### config.mk
export PLATFORM = sky130hd
export DESIGN_NAME = pixel_port_unpacker
export DESIGN_NICKNAME = d
export VERILOG_FILES = /design/src/hdl/pixel_port_pkg.sv /design/src/hdl/pixel_delay_line.sv /design/src/hdl/pixel_port_unpacker.sv /design/src/hdl/pixel_word_decode.sv
export SDC_FILE = /design/constraint.sdc
export NUM_CORES = 1
export LEC_CHECK = 0
export CORE_MARGIN = 5
export CORE_UTILIZATION = 29
export DETAILED_ROUTE_END_ITERATION = 8
export DONT_BUFFER_PORTS = 1
export PLACE_DENSITY_LB_ADDON = 0.15
export SYNTH_ARGS = -nofsm -noshare
export SYNTH_HDL_FRONTEND = slang
export SYNTH_SLANG_ARGS = --single-unit
### constraint.sdc
create_clock -name ref_clk -period 26.6 [get_ports ref_clk]
set_input_delay 7.98 -clock ref_clk [delete_from_list [all_inputs] [get_ports ref_clk]]
set_output_delay 7.98 -clock ref_clk [all_outputs]
set_load 0.01 [all_outputs]
### src/hdl/pixel_port_pkg.sv
// Package with register map, pixel formats and decode functions
package pixel_port_pkg;

  localparam int PIPE_LATENCY = 12;

  localparam logic [7:0] OFF_CMD = 8'h00;
  localparam logic [7:0] OFF_PRI = 8'h04;
  localparam logic [7:0] OFF_SEC = 8'h08;
  localparam logic [7:0] OFF_PLL = 8'h0C;
  localparam logic [7:0] OFF_STAT = 8'h10;

  localparam int CMD_EXT_BIT = 3;
  localparam int CMD_SVGA_LSB = 5;
  localparam int PLL_W = 2;

  localparam logic [7:0] CMD_RESET = 8'h00;
  localparam logic [7:0] PRI_RESET = 8'h00;
  localparam logic [7:0] SEC_RESET = 8'h00;
  localparam logic [1:0] PLL_RESET = 2'h2;

  localparam logic [7:0] MODE_IDX8 = 8'h00;
  localparam logic [7:0] MODE_MIX15 = 8'h01;
  localparam logic [7:0] MODE_X15 = 8'h02;
  localparam logic [7:0] MODE_X16 = 8'h03;
  localparam logic [7:0] MODE_X24 = 8'h04;
  localparam logic [7:0] MODE_DBL = 8'h05;

  localparam logic [2:0] SVGA_IDX8 = 3'h0;
  localparam logic [2:0] SVGA_15 = 3'h5;
  localparam logic [2:0] SVGA_16 = 3'h6;
  localparam logic [2:0] SVGA_24 = 3'h7;

  typedef enum logic [3:0] {
    FMT_IDX8, FMT_S15, FMT_S16, FMT_S24, FMT_X15I, FMT_X15, FMT_X16, FMT_X24, FMT_DBL
  } fmt_t;

  // Extended mode code to format, reserved codes fall back to indexed
  function automatic fmt_t extFmt(input logic [7:0] code);
    fmt_t f;
    f = FMT_IDX8;
    case (code)
      MODE_MIX15: f = FMT_X15I;
      MODE_X15: f = FMT_X15;
      MODE_X16: f = FMT_X16;
      MODE_X24: f = FMT_X24;
      MODE_DBL: f = FMT_DBL;
      default: f = FMT_IDX8;
    endcase
    return f;
  endfunction

  // Standard mode field to format, reserved codes fall back to indexed
  function automatic fmt_t svgaFmt(input logic [2:0] code);
    fmt_t f;
    f = FMT_IDX8;
    case (code)
      SVGA_15: f = FMT_S15;
      SVGA_16: f = FMT_S16;
      SVGA_24: f = FMT_S24;
      default: f = FMT_IDX8;
    endcase
    return f;
  endfunction

  // Bus words per pixel, minus one
  function automatic logic [1:0] lastIdx(input fmt_t f);
    logic [1:0] n;
    n = 2'h0;
    case (f)
      FMT_S15, FMT_S16, FMT_X24: n = 2'h1;
      FMT_S24: n = 2'h2;
      default: n = 2'h0;
    endcase
    return n;
  endfunction

endpackage

### src/hdl/pixel_delay_line.sv
// Fixed-depth register pipeline
`timescale 1ns/10ps
module pixel_delay_line #(
  parameter int WIDTH = 44,
  parameter int DEPTH = 11
) (
  input wire logic ref_clk,
  input wire logic reset,
  input wire logic [WIDTH-1:0] dataIn,
  output logic [WIDTH-1:0] dataOut
);

  if (DEPTH < 1 || WIDTH < 1) begin : gen_check
    $error("pixel_delay_line needs DEPTH and WIDTH of at least 1");
  end

  logic [WIDTH-1:0] stage_ff [DEPTH];

  for (genvar i = 0; i < DEPTH; i++) begin : gen_stage
    always_ff @(posedge ref_clk or posedge reset) begin
      if (reset) begin
        stage_ff[i] <= '0;
      end else if (i == 0) begin
        stage_ff[i] <= dataIn;
      end else begin
        stage_ff[i] <= stage_ff[(i == 0) ? 0 : i - 1];
      end
    end
  end

  assign dataOut = stage_ff[DEPTH-1];

endmodule

### src/hdl/pixel_port_unpacker.sv
// Pixel port unpacker with APB register slave
`timescale 1ns/10ps
module pixel_port_unpacker #(
  parameter int LATENCY = pixel_port_pkg::PIPE_LATENCY
) (
  input wire logic ref_clk,
  input wire logic reset,
  input wire logic psel,
  input wire logic penable,
  input wire logic pwrite,
  input wire logic [7:0] paddr,
  input wire logic [31:0] pwdata,
  output logic [31:0] prdata,
  output logic pready,
  output logic pslverr,
  input wire logic [15:0] pixelBus,
  input wire logic videoBlankLow,
  input wire logic modeMixSelect,
  output logic pixelStrobe,
  output logic videoOn,
  output logic pixelIndexed,
  output logic dualPixel,
  output logic [7:0] indexFirst,
  output logic [7:0] indexSecond,
  output logic [7:0] red,
  output logic [7:0] green,
  output logic [7:0] blue,
  output logic [1:0] pllRange
);

  if (LATENCY < 2) begin : gen_check
    $error("LATENCY must be at least 2");
  end

  localparam int PIPE_DEPTH = LATENCY - 1;
  localparam int PAYLOAD_W = 44;

  logic [7:0] pixCmd_ff;
  logic [7:0] priMode_ff;
  logic [7:0] secMode_ff;
  logic [1:0] pllRange_ff;
  logic [31:0] prdata_ff;
  logic pslverr_ff;
  logic [31:0] nxt_prdata;
  logic nxt_pslverr;
  logic setupPhase;
  logic wrAccess;

  logic [15:0] inWord_ff;
  logic inBlank_ff;
  logic inMix_ff;
  logic prevBlank_ff;
  logic [1:0] wordCnt_ff;
  pixel_port_pkg::fmt_t curFmt_ff;
  logic [15:0] word0_ff;
  logic [7:0] word1_ff;

  logic asmValid_ff;
  logic asmOn_ff;
  logic asmIndex_ff;
  logic asmDual_ff;
  logic [7:0] asmIdx0_ff;
  logic [7:0] asmIdx1_ff;
  logic [7:0] asmRed_ff;
  logic [7:0] asmGreen_ff;
  logic [7:0] asmBlue_ff;
  pixel_port_pkg::fmt_t asmFmt_ff;

  logic blankRise;
  logic extEn;
  logic firstWord;
  logic lastWord;
  logic [1:0] wordIdx;
  pixel_port_pkg::fmt_t selFmt;
  pixel_port_pkg::fmt_t fmtNow;
  logic decIndex;
  logic decDual;
  logic [7:0] decIdx0;
  logic [7:0] decIdx1;
  logic [7:0] decRed;
  logic [7:0] decGreen;
  logic [7:0] decBlue;
  logic [PAYLOAD_W-1:0] pipeIn;
  logic [PAYLOAD_W-1:0] pipeOut;

  // APB slave, zero-wait access phase
  assign setupPhase = psel && !penable;
  assign wrAccess = psel && penable && pwrite;
  assign pready = psel && penable;
  assign prdata = prdata_ff;
  assign pslverr = pslverr_ff;
  assign pllRange = pllRange_ff;

  always_ff @(posedge ref_clk or posedge reset) begin
    if (reset) begin
      pixCmd_ff <= pixel_port_pkg::CMD_RESET;
    end else if (wrAccess && paddr == pixel_port_pkg::OFF_CMD) begin
      pixCmd_ff <= pwdata[7:0];
    end
  end

  always_ff @(posedge ref_clk or posedge reset) begin
    if (reset) begin
      priMode_ff <= pixel_port_pkg::PRI_RESET;
      secMode_ff <= pixel_port_pkg::SEC_RESET;
    end else if (wrAccess && paddr == pixel_port_pkg::OFF_PRI) begin
      priMode_ff <= pwdata[7:0];
    end else if (wrAccess && paddr == pixel_port_pkg::OFF_SEC) begin
      secMode_ff <= pwdata[7:0];
    end
  end

  always_ff @(posedge ref_clk or posedge reset) begin
    if (reset) begin
      pllRange_ff <= pixel_port_pkg::PLL_RESET;
    end else if (wrAccess && paddr == pixel_port_pkg::OFF_PLL) begin
      pllRange_ff <= pwdata[pixel_port_pkg::PLL_W-1:0];
    end
  end

  // Read mux, unmapped addresses answer zero with error
  always_comb begin
    nxt_prdata = 32'h0000_0000;
    nxt_pslverr = 1'b0;
    case (paddr)
      pixel_port_pkg::OFF_CMD: nxt_prdata[7:0] = pixCmd_ff;
      pixel_port_pkg::OFF_PRI: nxt_prdata[7:0] = priMode_ff;
      pixel_port_pkg::OFF_SEC: nxt_prdata[7:0] = secMode_ff;
      pixel_port_pkg::OFF_PLL: nxt_prdata[1:0] = pllRange_ff;
      pixel_port_pkg::OFF_STAT: nxt_prdata[7:0] = {inMix_ff, wordCnt_ff, 1'b0, curFmt_ff};
      default: nxt_pslverr = 1'b1;
    endcase
  end

  always_ff @(posedge ref_clk or posedge reset) begin
    if (reset) begin
      prdata_ff <= 32'h0000_0000;
      pslverr_ff <= 1'b0;
    end else if (setupPhase) begin
      prdata_ff <= pwrite ? 32'h0000_0000 : nxt_prdata;
      pslverr_ff <= nxt_pslverr;
    end
  end

  // Bus, blank and mix sampled on the same edge
  always_ff @(posedge ref_clk or posedge reset) begin
    if (reset) begin
      inWord_ff <= 16'h0000;
      inBlank_ff <= 1'b0;
      inMix_ff <= 1'b0;
      prevBlank_ff <= 1'b0;
    end else begin
      inWord_ff <= pixelBus;
      inBlank_ff <= videoBlankLow;
      inMix_ff <= modeMixSelect;
      prevBlank_ff <= inBlank_ff;
    end
  end

  assign blankRise = inBlank_ff && !prevBlank_ff;
  assign extEn = pixCmd_ff[pixel_port_pkg::CMD_EXT_BIT];

  // Format chosen from command field or mix between primary and secondary
  always_comb begin
    if (!extEn) begin
      selFmt = pixel_port_pkg::svgaFmt(pixCmd_ff[7:pixel_port_pkg::CMD_SVGA_LSB]);
    end else if (inMix_ff) begin
      selFmt = pixel_port_pkg::extFmt(secMode_ff);
    end else begin
      selFmt = pixel_port_pkg::extFmt(priMode_ff);
    end
  end

  // Word position within pixel, realigned by blank release
  assign firstWord = blankRise || (wordCnt_ff == 2'h0);
  assign wordIdx = firstWord ? 2'h0 : wordCnt_ff;
  assign fmtNow = firstWord ? selFmt : curFmt_ff;
  assign lastWord = (wordIdx == pixel_port_pkg::lastIdx(fmtNow));

  always_ff @(posedge ref_clk or posedge reset) begin
    if (reset) begin
      wordCnt_ff <= 2'h0;
    end else if (!inBlank_ff || lastWord) begin
      wordCnt_ff <= 2'h0;
    end else begin
      wordCnt_ff <= wordIdx + 2'h1;
    end
  end

  always_ff @(posedge ref_clk or posedge reset) begin
    if (reset) begin
      curFmt_ff <= pixel_port_pkg::FMT_IDX8;
    end else begin
      curFmt_ff <= fmtNow;
    end
  end

  // Lower-order words held until the pixel completes
  always_ff @(posedge ref_clk or posedge reset) begin
    if (reset) begin
      word0_ff <= 16'h0000;
      word1_ff <= 8'h00;
    end else begin
      if (wordIdx == 2'h0) begin
        word0_ff <= inWord_ff;
      end
      if (wordIdx == 2'h1) begin
        word1_ff <= inWord_ff[7:0];
      end
    end
  end

  pixel_word_decode u_decode (
    .fmt(fmtNow),
    .word(inWord_ff),
    .word0(word0_ff),
    .word1(word1_ff),
    .isIndex(decIndex),
    .dual(decDual),
    .idx0(decIdx0),
    .idx1(decIdx1),
    .red(decRed),
    .green(decGreen),
    .blue(decBlue)
  );

  // Assembled pixel stage
  always_ff @(posedge ref_clk or posedge reset) begin
    if (reset) begin
      asmValid_ff <= 1'b0;
      asmOn_ff <= 1'b0;
    end else begin
      asmValid_ff <= inBlank_ff && lastWord;
      asmOn_ff <= inBlank_ff;
    end
  end

  always_ff @(posedge ref_clk or posedge reset) begin
    if (reset) begin
      asmIndex_ff <= 1'b0;
      asmDual_ff <= 1'b0;
      asmIdx0_ff <= 8'h00;
      asmIdx1_ff <= 8'h00;
      asmRed_ff <= 8'h00;
      asmGreen_ff <= 8'h00;
      asmBlue_ff <= 8'h00;
      asmFmt_ff <= pixel_port_pkg::FMT_IDX8;
    end else if (lastWord) begin
      asmIndex_ff <= decIndex;
      asmDual_ff <= decDual;
      asmIdx0_ff <= decIdx0;
      asmIdx1_ff <= decIdx1;
      asmRed_ff <= decRed;
      asmGreen_ff <= decGreen;
      asmBlue_ff <= decBlue;
      asmFmt_ff <= fmtNow;
    end
  end

  // Pipe gives the fixed latency in every mode, blanked payload enters as zero
  assign pipeIn = {asmValid_ff, asmOn_ff, asmOn_ff && asmIndex_ff, asmOn_ff && asmDual_ff,
                   asmOn_ff ? {asmIdx0_ff, asmIdx1_ff, asmRed_ff, asmGreen_ff, asmBlue_ff}
                            : 40'h00_0000_0000};

  pixel_delay_line #(
    .WIDTH(PAYLOAD_W),
    .DEPTH(PIPE_DEPTH)
  ) u_pipe (
    .ref_clk(ref_clk),
    .reset(reset),
    .dataIn(pipeIn),
    .dataOut(pipeOut)
  );

  // Outputs taken straight from the last pipe stage
  always_comb begin
    pixelStrobe = pipeOut[43];
    videoOn = pipeOut[42];
    pixelIndexed = pipeOut[41];
    dualPixel = pipeOut[40];
    indexFirst = pipeOut[39:32];
    indexSecond = pipeOut[31:24];
    red = pipeOut[23:16];
    green = pipeOut[15:8];
    blue = pipeOut[7:0];
  end
endmodule

### src/hdl/pixel_word_decode.sv
// Combinational unpacking of bus words into one pixel, or two indexed pixels in double mode
`timescale 1ns/10ps
module pixel_word_decode (
  input wire pixel_port_pkg::fmt_t fmt,
  input wire logic [15:0] word,
  input wire logic [15:0] word0,
  input wire logic [7:0] word1,
  output logic isIndex,
  output logic dual,
  output logic [7:0] idx0,
  output logic [7:0] idx1,
  output logic [7:0] red,
  output logic [7:0] green,
  output logic [7:0] blue
);

  always_comb begin
    isIndex = 1'b0;
    dual = 1'b0;
    idx0 = 8'h00;
    idx1 = 8'h00;
    // Bits not carried by a format stay zero
    red = 8'h00;
    green = 8'h00;
    blue = 8'h00;
    unique case (fmt)
      pixel_port_pkg::FMT_IDX8: begin
        isIndex = 1'b1;
        idx0 = word[7:0];
      end
      pixel_port_pkg::FMT_S15: begin
        blue[7:3] = word0[4:0];
        green[5:3] = word0[7:5];
        green[7:6] = word[1:0];
        red[7:3] = word[6:2];
      end
      pixel_port_pkg::FMT_S16: begin
        blue[7:3] = word0[4:0];
        green[4:2] = word0[7:5];
        green[7:5] = word[2:0];
        red[7:3] = word[7:3];
      end
      pixel_port_pkg::FMT_S24: begin
        blue = word0[7:0];
        green = word1;
        red = word[7:0];
      end
      pixel_port_pkg::FMT_X15I: begin
        if (!word[15]) begin
          isIndex = 1'b1;
          idx0 = word[7:0];
        end else begin
          red[7:3] = word[14:10];
          green[7:3] = word[9:5];
          blue[7:3] = word[4:0];
        end
      end
      pixel_port_pkg::FMT_X15: begin
        red[7:3] = word[14:10];
        green[7:3] = word[9:5];
        blue[7:3] = word[4:0];
      end
      pixel_port_pkg::FMT_X16: begin
        red[7:3] = word[15:11];
        green[7:2] = word[10:5];
        blue[7:3] = word[4:0];
      end
      pixel_port_pkg::FMT_X24: begin
        green = word0[15:8];
        blue = word0[7:0];
        red = word[7:0];
      end
      pixel_port_pkg::FMT_DBL: begin
        isIndex = 1'b1;
        dual = 1'b1;
        idx0 = word[7:0];
        idx1 = word[15:8];
      end
    endcase
  end

endmodule

* Yosys cells after proc, flatten, opt, wreduce, memory -nomap -nowiden
Index checks and enable logic that the tools add are counted.
** Word-level totals
- Word-level logic and storage cells :: 120
- Register bits after elaboration :: 635
- Output and inout port bits :: 80
- Input port bits :: 63
** Cells by class
- Equal/unequal tests :: 27
- Reductions and logical operators :: 28
- Multiplexer cells :: 30
- $add $sub $neg :: 1
- Bitwise gates (word level) :: 1
** Operator list (number)
- $eq A8 B3 Y1 const B :: 5
- $mux W40 :: 1
- $pmux W4 S5 :: 2
- $pmux W5 S7 :: 1
- $eq A8 B2 Y1 const B :: 4
- $pmux W5 S5 :: 1
- $mux W8 :: 3
- $pmux W6 S4 :: 1
- $pmux W5 S4 :: 1
- $eq A4 B3 Y1 const B :: 4
- $eq A8 B1 Y1 const B :: 2
- $eq A8 B4 Y1 const B :: 2
- $pmux W8 S2 :: 1
- $mux W5 :: 3
- $mux W4 :: 3
- $logic_and A1 B1 Y1 :: 11
- $pmux W2 S5 :: 1
- $eq A3 B3 Y1 const B :: 3
- $eq A4 B2 Y1 const B :: 2
- $eq A8 B5 Y1 const B :: 1
- $logic_not A8 Y1 :: 1
- $pmux W2 S2 :: 2
- $reduce_or A2 Y1 :: 4
- $mux W3 :: 2
- other kinds (18) :: 26

* Longest topological paths before layout
- Word-level depth :: 11
- Gate-level depth with buffers :: 11
- Gate-level depth less buffers :: 9

* Hierarchy
Synthesis repeated with hierarchy kept, for this count alone.
** Second synthesis, totals
- Cells, all modules :: 1236
- Area total of the unflattened synthesis :: 19641.3 um2
** By module, submodules not included
- pixel_delay_line :: times used 1, cells each 529, seq. area each 12111.6 um2, area each 12445.7 um2
- pixel_port_unpacker :: times used 1, cells each 586, seq. area each 3179.3 um2, area each 6311.1 um2
- pixel_word_decode :: times used 1, cells each 121, seq. area each 0.0 um2, area each 884.6 um2

* Worst setup path before layout
OpenSTA, ideal clock, no wires.
- Path kind :: input to output
- Start point :: input port penable
- End point :: output port pready
- Required time :: 18620 ps
- Path buffers :: 0
- Data arrival time :: 8145 ps
- Stages on the path :: 1
- Setup slack :: 10475 ps
- Path through :: and2_1
** On the way
- Longest elaborated chain between the ends :: 1
** RTL lines
- start, declared :: RTL line pixel_port_unpacker.sv:9 : input wire logic penable,
- $logic_and A1 B1 Y1 :: RTL line pixel_port_unpacker.sv:89 : assign pready = psel && penable;
- end, declared :: RTL line pixel_port_unpacker.sv:14 : output logic pready,
No other way between the ends.

* Worst setup path after layout
Ends and elaborated chain as after synthesis.

==> reports/summary.txt <==
========================================================================================
Most frequent cells in the layout ......................................... dfrtp_1, mux2_2, clkbuf_16
Final setup slack of the worst path .......................................     10470 ps
DRC violation total after the first TritonRoute iteration .................          532
Wl on met1 ................................................................     13300 um
EDFF count, synth .........................................................            0
Mean instance size in the synthesized netlist .............................   17.4 sq um
Number of iterations in the first detailed-routing pass ...................            4
Post-place setup slack ....................................................     10470 ps
Cts repair resizes ........................................................            0
Launching element type of the critical path ...............................    input pin
Vertical die dimension ....................................................       265 um
Met3 WL post-DR ...........................................................      1770 um
Global-route usage over all layers ........................................       0.0904
Launch point of the worst hold path ....................................... u_pipe.stage_ff[180]$_DFF_PP0_
Largest buffer count on any clock path ....................................            3
Yosys warning count .......................................................            0
Pin count of the biggest net entering global routing ......................          100
Max transition margin .....................................................        0.186
Fill cell count ...........................................................         6095
Cell leakage power ........................................................      10.5 nW
Hold path depth ...........................................................            0
Wire length of the first global-routing pass ..............................     51300 um
Clock sink total ..........................................................          611
Final routed wire length divided by cell count ............................      15.6 um
Cell area after synthesis ................................................. 0.0188 sq mm
Max Used Layer ............................................................         met4
Insertion delay to the later sink of the worst-skew pair ..................       620 ps
DIE WIDTH .................................................................       265 um
Final Instance Area ....................................................... 0.0216 sq mm
Global placement routability congestion ...................................        0.812
Top-level I/O count .......................................................          143
Sequential fraction of the synthesis area .................................        0.813
NumNets Final .............................................................         1151
End of the worst register-to-register path ................................ asmGreen_ff[0]$_DFFE_PP0N_
Slowest CP cell ...........................................................       and2_1
Seq. cell area ............................................................ 0.0153 sq mm
Gr ovfl total .............................................................            0
Shortest period the worst path allows .....................................     16130 ps
Synth cell types ..........................................................           65
Placed cells ..............................................................         1878
Fraction of registers with async set or reset after synthesis .............         1.00
Share of post-route cells with drive strength above 1 .....................        0.178
Worst reg2reg startpoint .................................................. asmOn_ff$_DFF_PP0_
TritonCTS clock tree ......................................................          yes
Number of buffers added for setup after CTS ...............................            0
Max Fclk ..................................................................     62.0 MHz
Portion of the clock cycle consumed by the worst path in the final layout .        0.606
Via count of the first global-routing pass ................................         8693
Initial antenna violation count ...........................................            2
Initial Utilization .......................................................        0.292
Nature of the critical path endpoint ......................................  output port
DRT antenna net count .....................................................            0
Final setup violation count ...............................................            0
Critical-path maximum fanout ..............................................            3
Required time reported for the critical path endpoint .....................     18620 ps
Power density relative to cell area ....................................... 87.1 mW/mm^2
Vias per inst .............................................................         4.01
Max incr delay on CP ......................................................       170 ps
Cells traversed along the worst timing path ...............................       and2_1
Crit path max-delay family ................................................ simple AND/OR/NAND/NOR gates
Final Slew Violations .....................................................            0
Number of flip-flops and latches in the synthesized netlist ...............          611
Cell area after placement ................................................. 0.0194 sq mm
Aggregate negative setup slack ............................................         0 ps
Area of the core .......................................................... 0.0643 sq mm
Full die area ............................................................. 0.0700 sq mm
Met2 wire len .............................................................     15100 um
Cts bufs inserted .........................................................           61
Count of unresolved DRC violations after routing ..........................            0
Final design utilization ..................................................        0.336
Bufs and invs on worst path ...............................................            0
Std cell rows .............................................................           93
Worst R2R Path Depth ......................................................           10
Number of maximum-capacitance constraint violations .......................            0
Tightest Pin Transition ...................................................      1220 ps
Main synth FF type ........................................................      dfrtp_1
Clock slew at reported path FFs ...........................................        60 ps
Hold path endpoint ........................................................ u_pipe.stage_ff[136]$_DFF_PP0_
Non-filler cells, final ...................................................         1996
Path type of the worst min-delay path ..................................... flop to flop
Placed wire-length estimate ...............................................     18300 um
Buffer type at the clock tree root ........................................    clkbuf_16
Arr. time, crit path ......................................................      8150 ps
Slack of the worst reg-to-reg path ........................................     22550 ps
Most common cell after layout, fill and taps aside ........................      dfrtp_1
Post-synthesis instance total .............................................         1080
Area growth, synth to finish ..............................................        14.8%
Count of hold-fix buffers inserted at cts .................................            0
Outcome ................................................................... finished clean
H-tree depth ..............................................................            2
Total number of vias ......................................................         7994
Worst hold-check slack ....................................................       335 ps
Clock Skew ................................................................      18.4 ps
VDD IR-drop max ...........................................................    0.0449 mV
Area occupied by multi-input gates ........................................ 0.00294 sq mm
Crit Path Class ........................................................... input pin to output port
Total detailed-routing wirelength .........................................     31100 um
Endpoints failing hold ....................................................            0
Total power draw ..........................................................      1.88 mW
Unrepaired setup endpoints after global routing ...........................        false
Number of buffers added on ports ..........................................            0
========================================================================================
[Yosys cell counts, types with 3 or more instances]
cell / instances / area share
nor3_1: 9 / 0.0024
nor3b_1: 3 / 0.0012
and2_1: 44 / 0.015
a222oi_1: 15 / 0.0080
clkbuf_1: 16 / 0.0032
o2bb2ai_1: 16 / 0.0075
nand4_1: 4 / 0.0013
a21o_1: 5 / 0.0020
nor2_1: 21 / 0.0042
nand2_1: 41 / 0.0082
nand3_1: 4 / 0.0011
o211ai_1: 5 / 0.0020
inv_1: 10 / 0.0020
mux2_2: 62 / 0.037
dfrtp_1: 610 / 0.81
nand2b_1: 5 / 0.0017
buf_6: 4 / 0.0024
buf_4: 65 / 0.026
a32o_1: 6 / 0.0032
a22o_1: 19 / 0.0089
buf_2: 4 / 0.0011
o21ai_0: 12 / 0.0032
xnor2_1: 3 / 0.0014
and3_1: 7 / 0.0023
a21oi_1: 16 / 0.0043
o21a_1: 3 / 0.0012
mux2i_1: 18 / 0.0096
[routing by layer]
metal,vias up,global-route usage
met1,4166,0.120
met3,63,0.0265
met2,158,0.143
li1,3607,-
met5,-,0
met4,0,0.0315
[layout make-up]
type	instances	area share
Sequential cell	611	0.708
Timing Repair Buffer	10	0.00348
Tap cell	855	0.0495
Clock inverter	28	0.0163
Inverter	12	0.00249
Clock buffer	88	0.0838
Antenna cell	2	0.000232
Multi-Input combinational cell	390	0.136
[power by group]
group          switching [mW]  internal, mW  leakage, nW  total, mW
combinational          0.0262       0.00859         1.20     0.0348
clock                   0.357         0.533         1.04      0.890
sequential             0.0100         0.945         8.25      0.955
[worst max-delay path by stage]
stage / start / end / cells after the start
after global routing: penable / pready / 1
after floorplan: reset / asmBlue_ff[0]$_DFFE_PP0N_ / 1
after global placement: penable / pready / 1
after detailed placement: penable / pready / 1
final: penable / pready / 1
after CTS: penable / pready / 1
[state kept, by name, indices dropped and copies added, names as in the netlist, 2 cells and up]
signal	cells
asmBlue_ff	8
asmGreen_ff	8
asmIdx0_ff	8
asmIdx1_ff	8
asmRed_ff	8
curFmt_ff	4
inWord_ff	16
pixCmd_ff	8
pllRange	2
prdata	8
priMode_ff	8
secMode_ff	8
u_pipe.dataOut	44
u_pipe.stage_ff	440
word0_ff	16
word1_ff	8
wordCnt_ff	2
[cells by family (layout without fill, tap and decap cells)]
logic type	count (synthesis)	in the layout	share of synthesized area
adders and majority gates	2	2	0.00133
and+or+nand+nor	155	155	0.0472
other	1	26	0.000199
AOI/OAI and AO/OA	123	123	0.0529
muxes	82	82	0.0479
buffers and inverters	102	138	0.0353
xor gates and xnor gates	4	4	0.00186
DFF	611	611	0.813
Power figures use the tool's default switching activity.
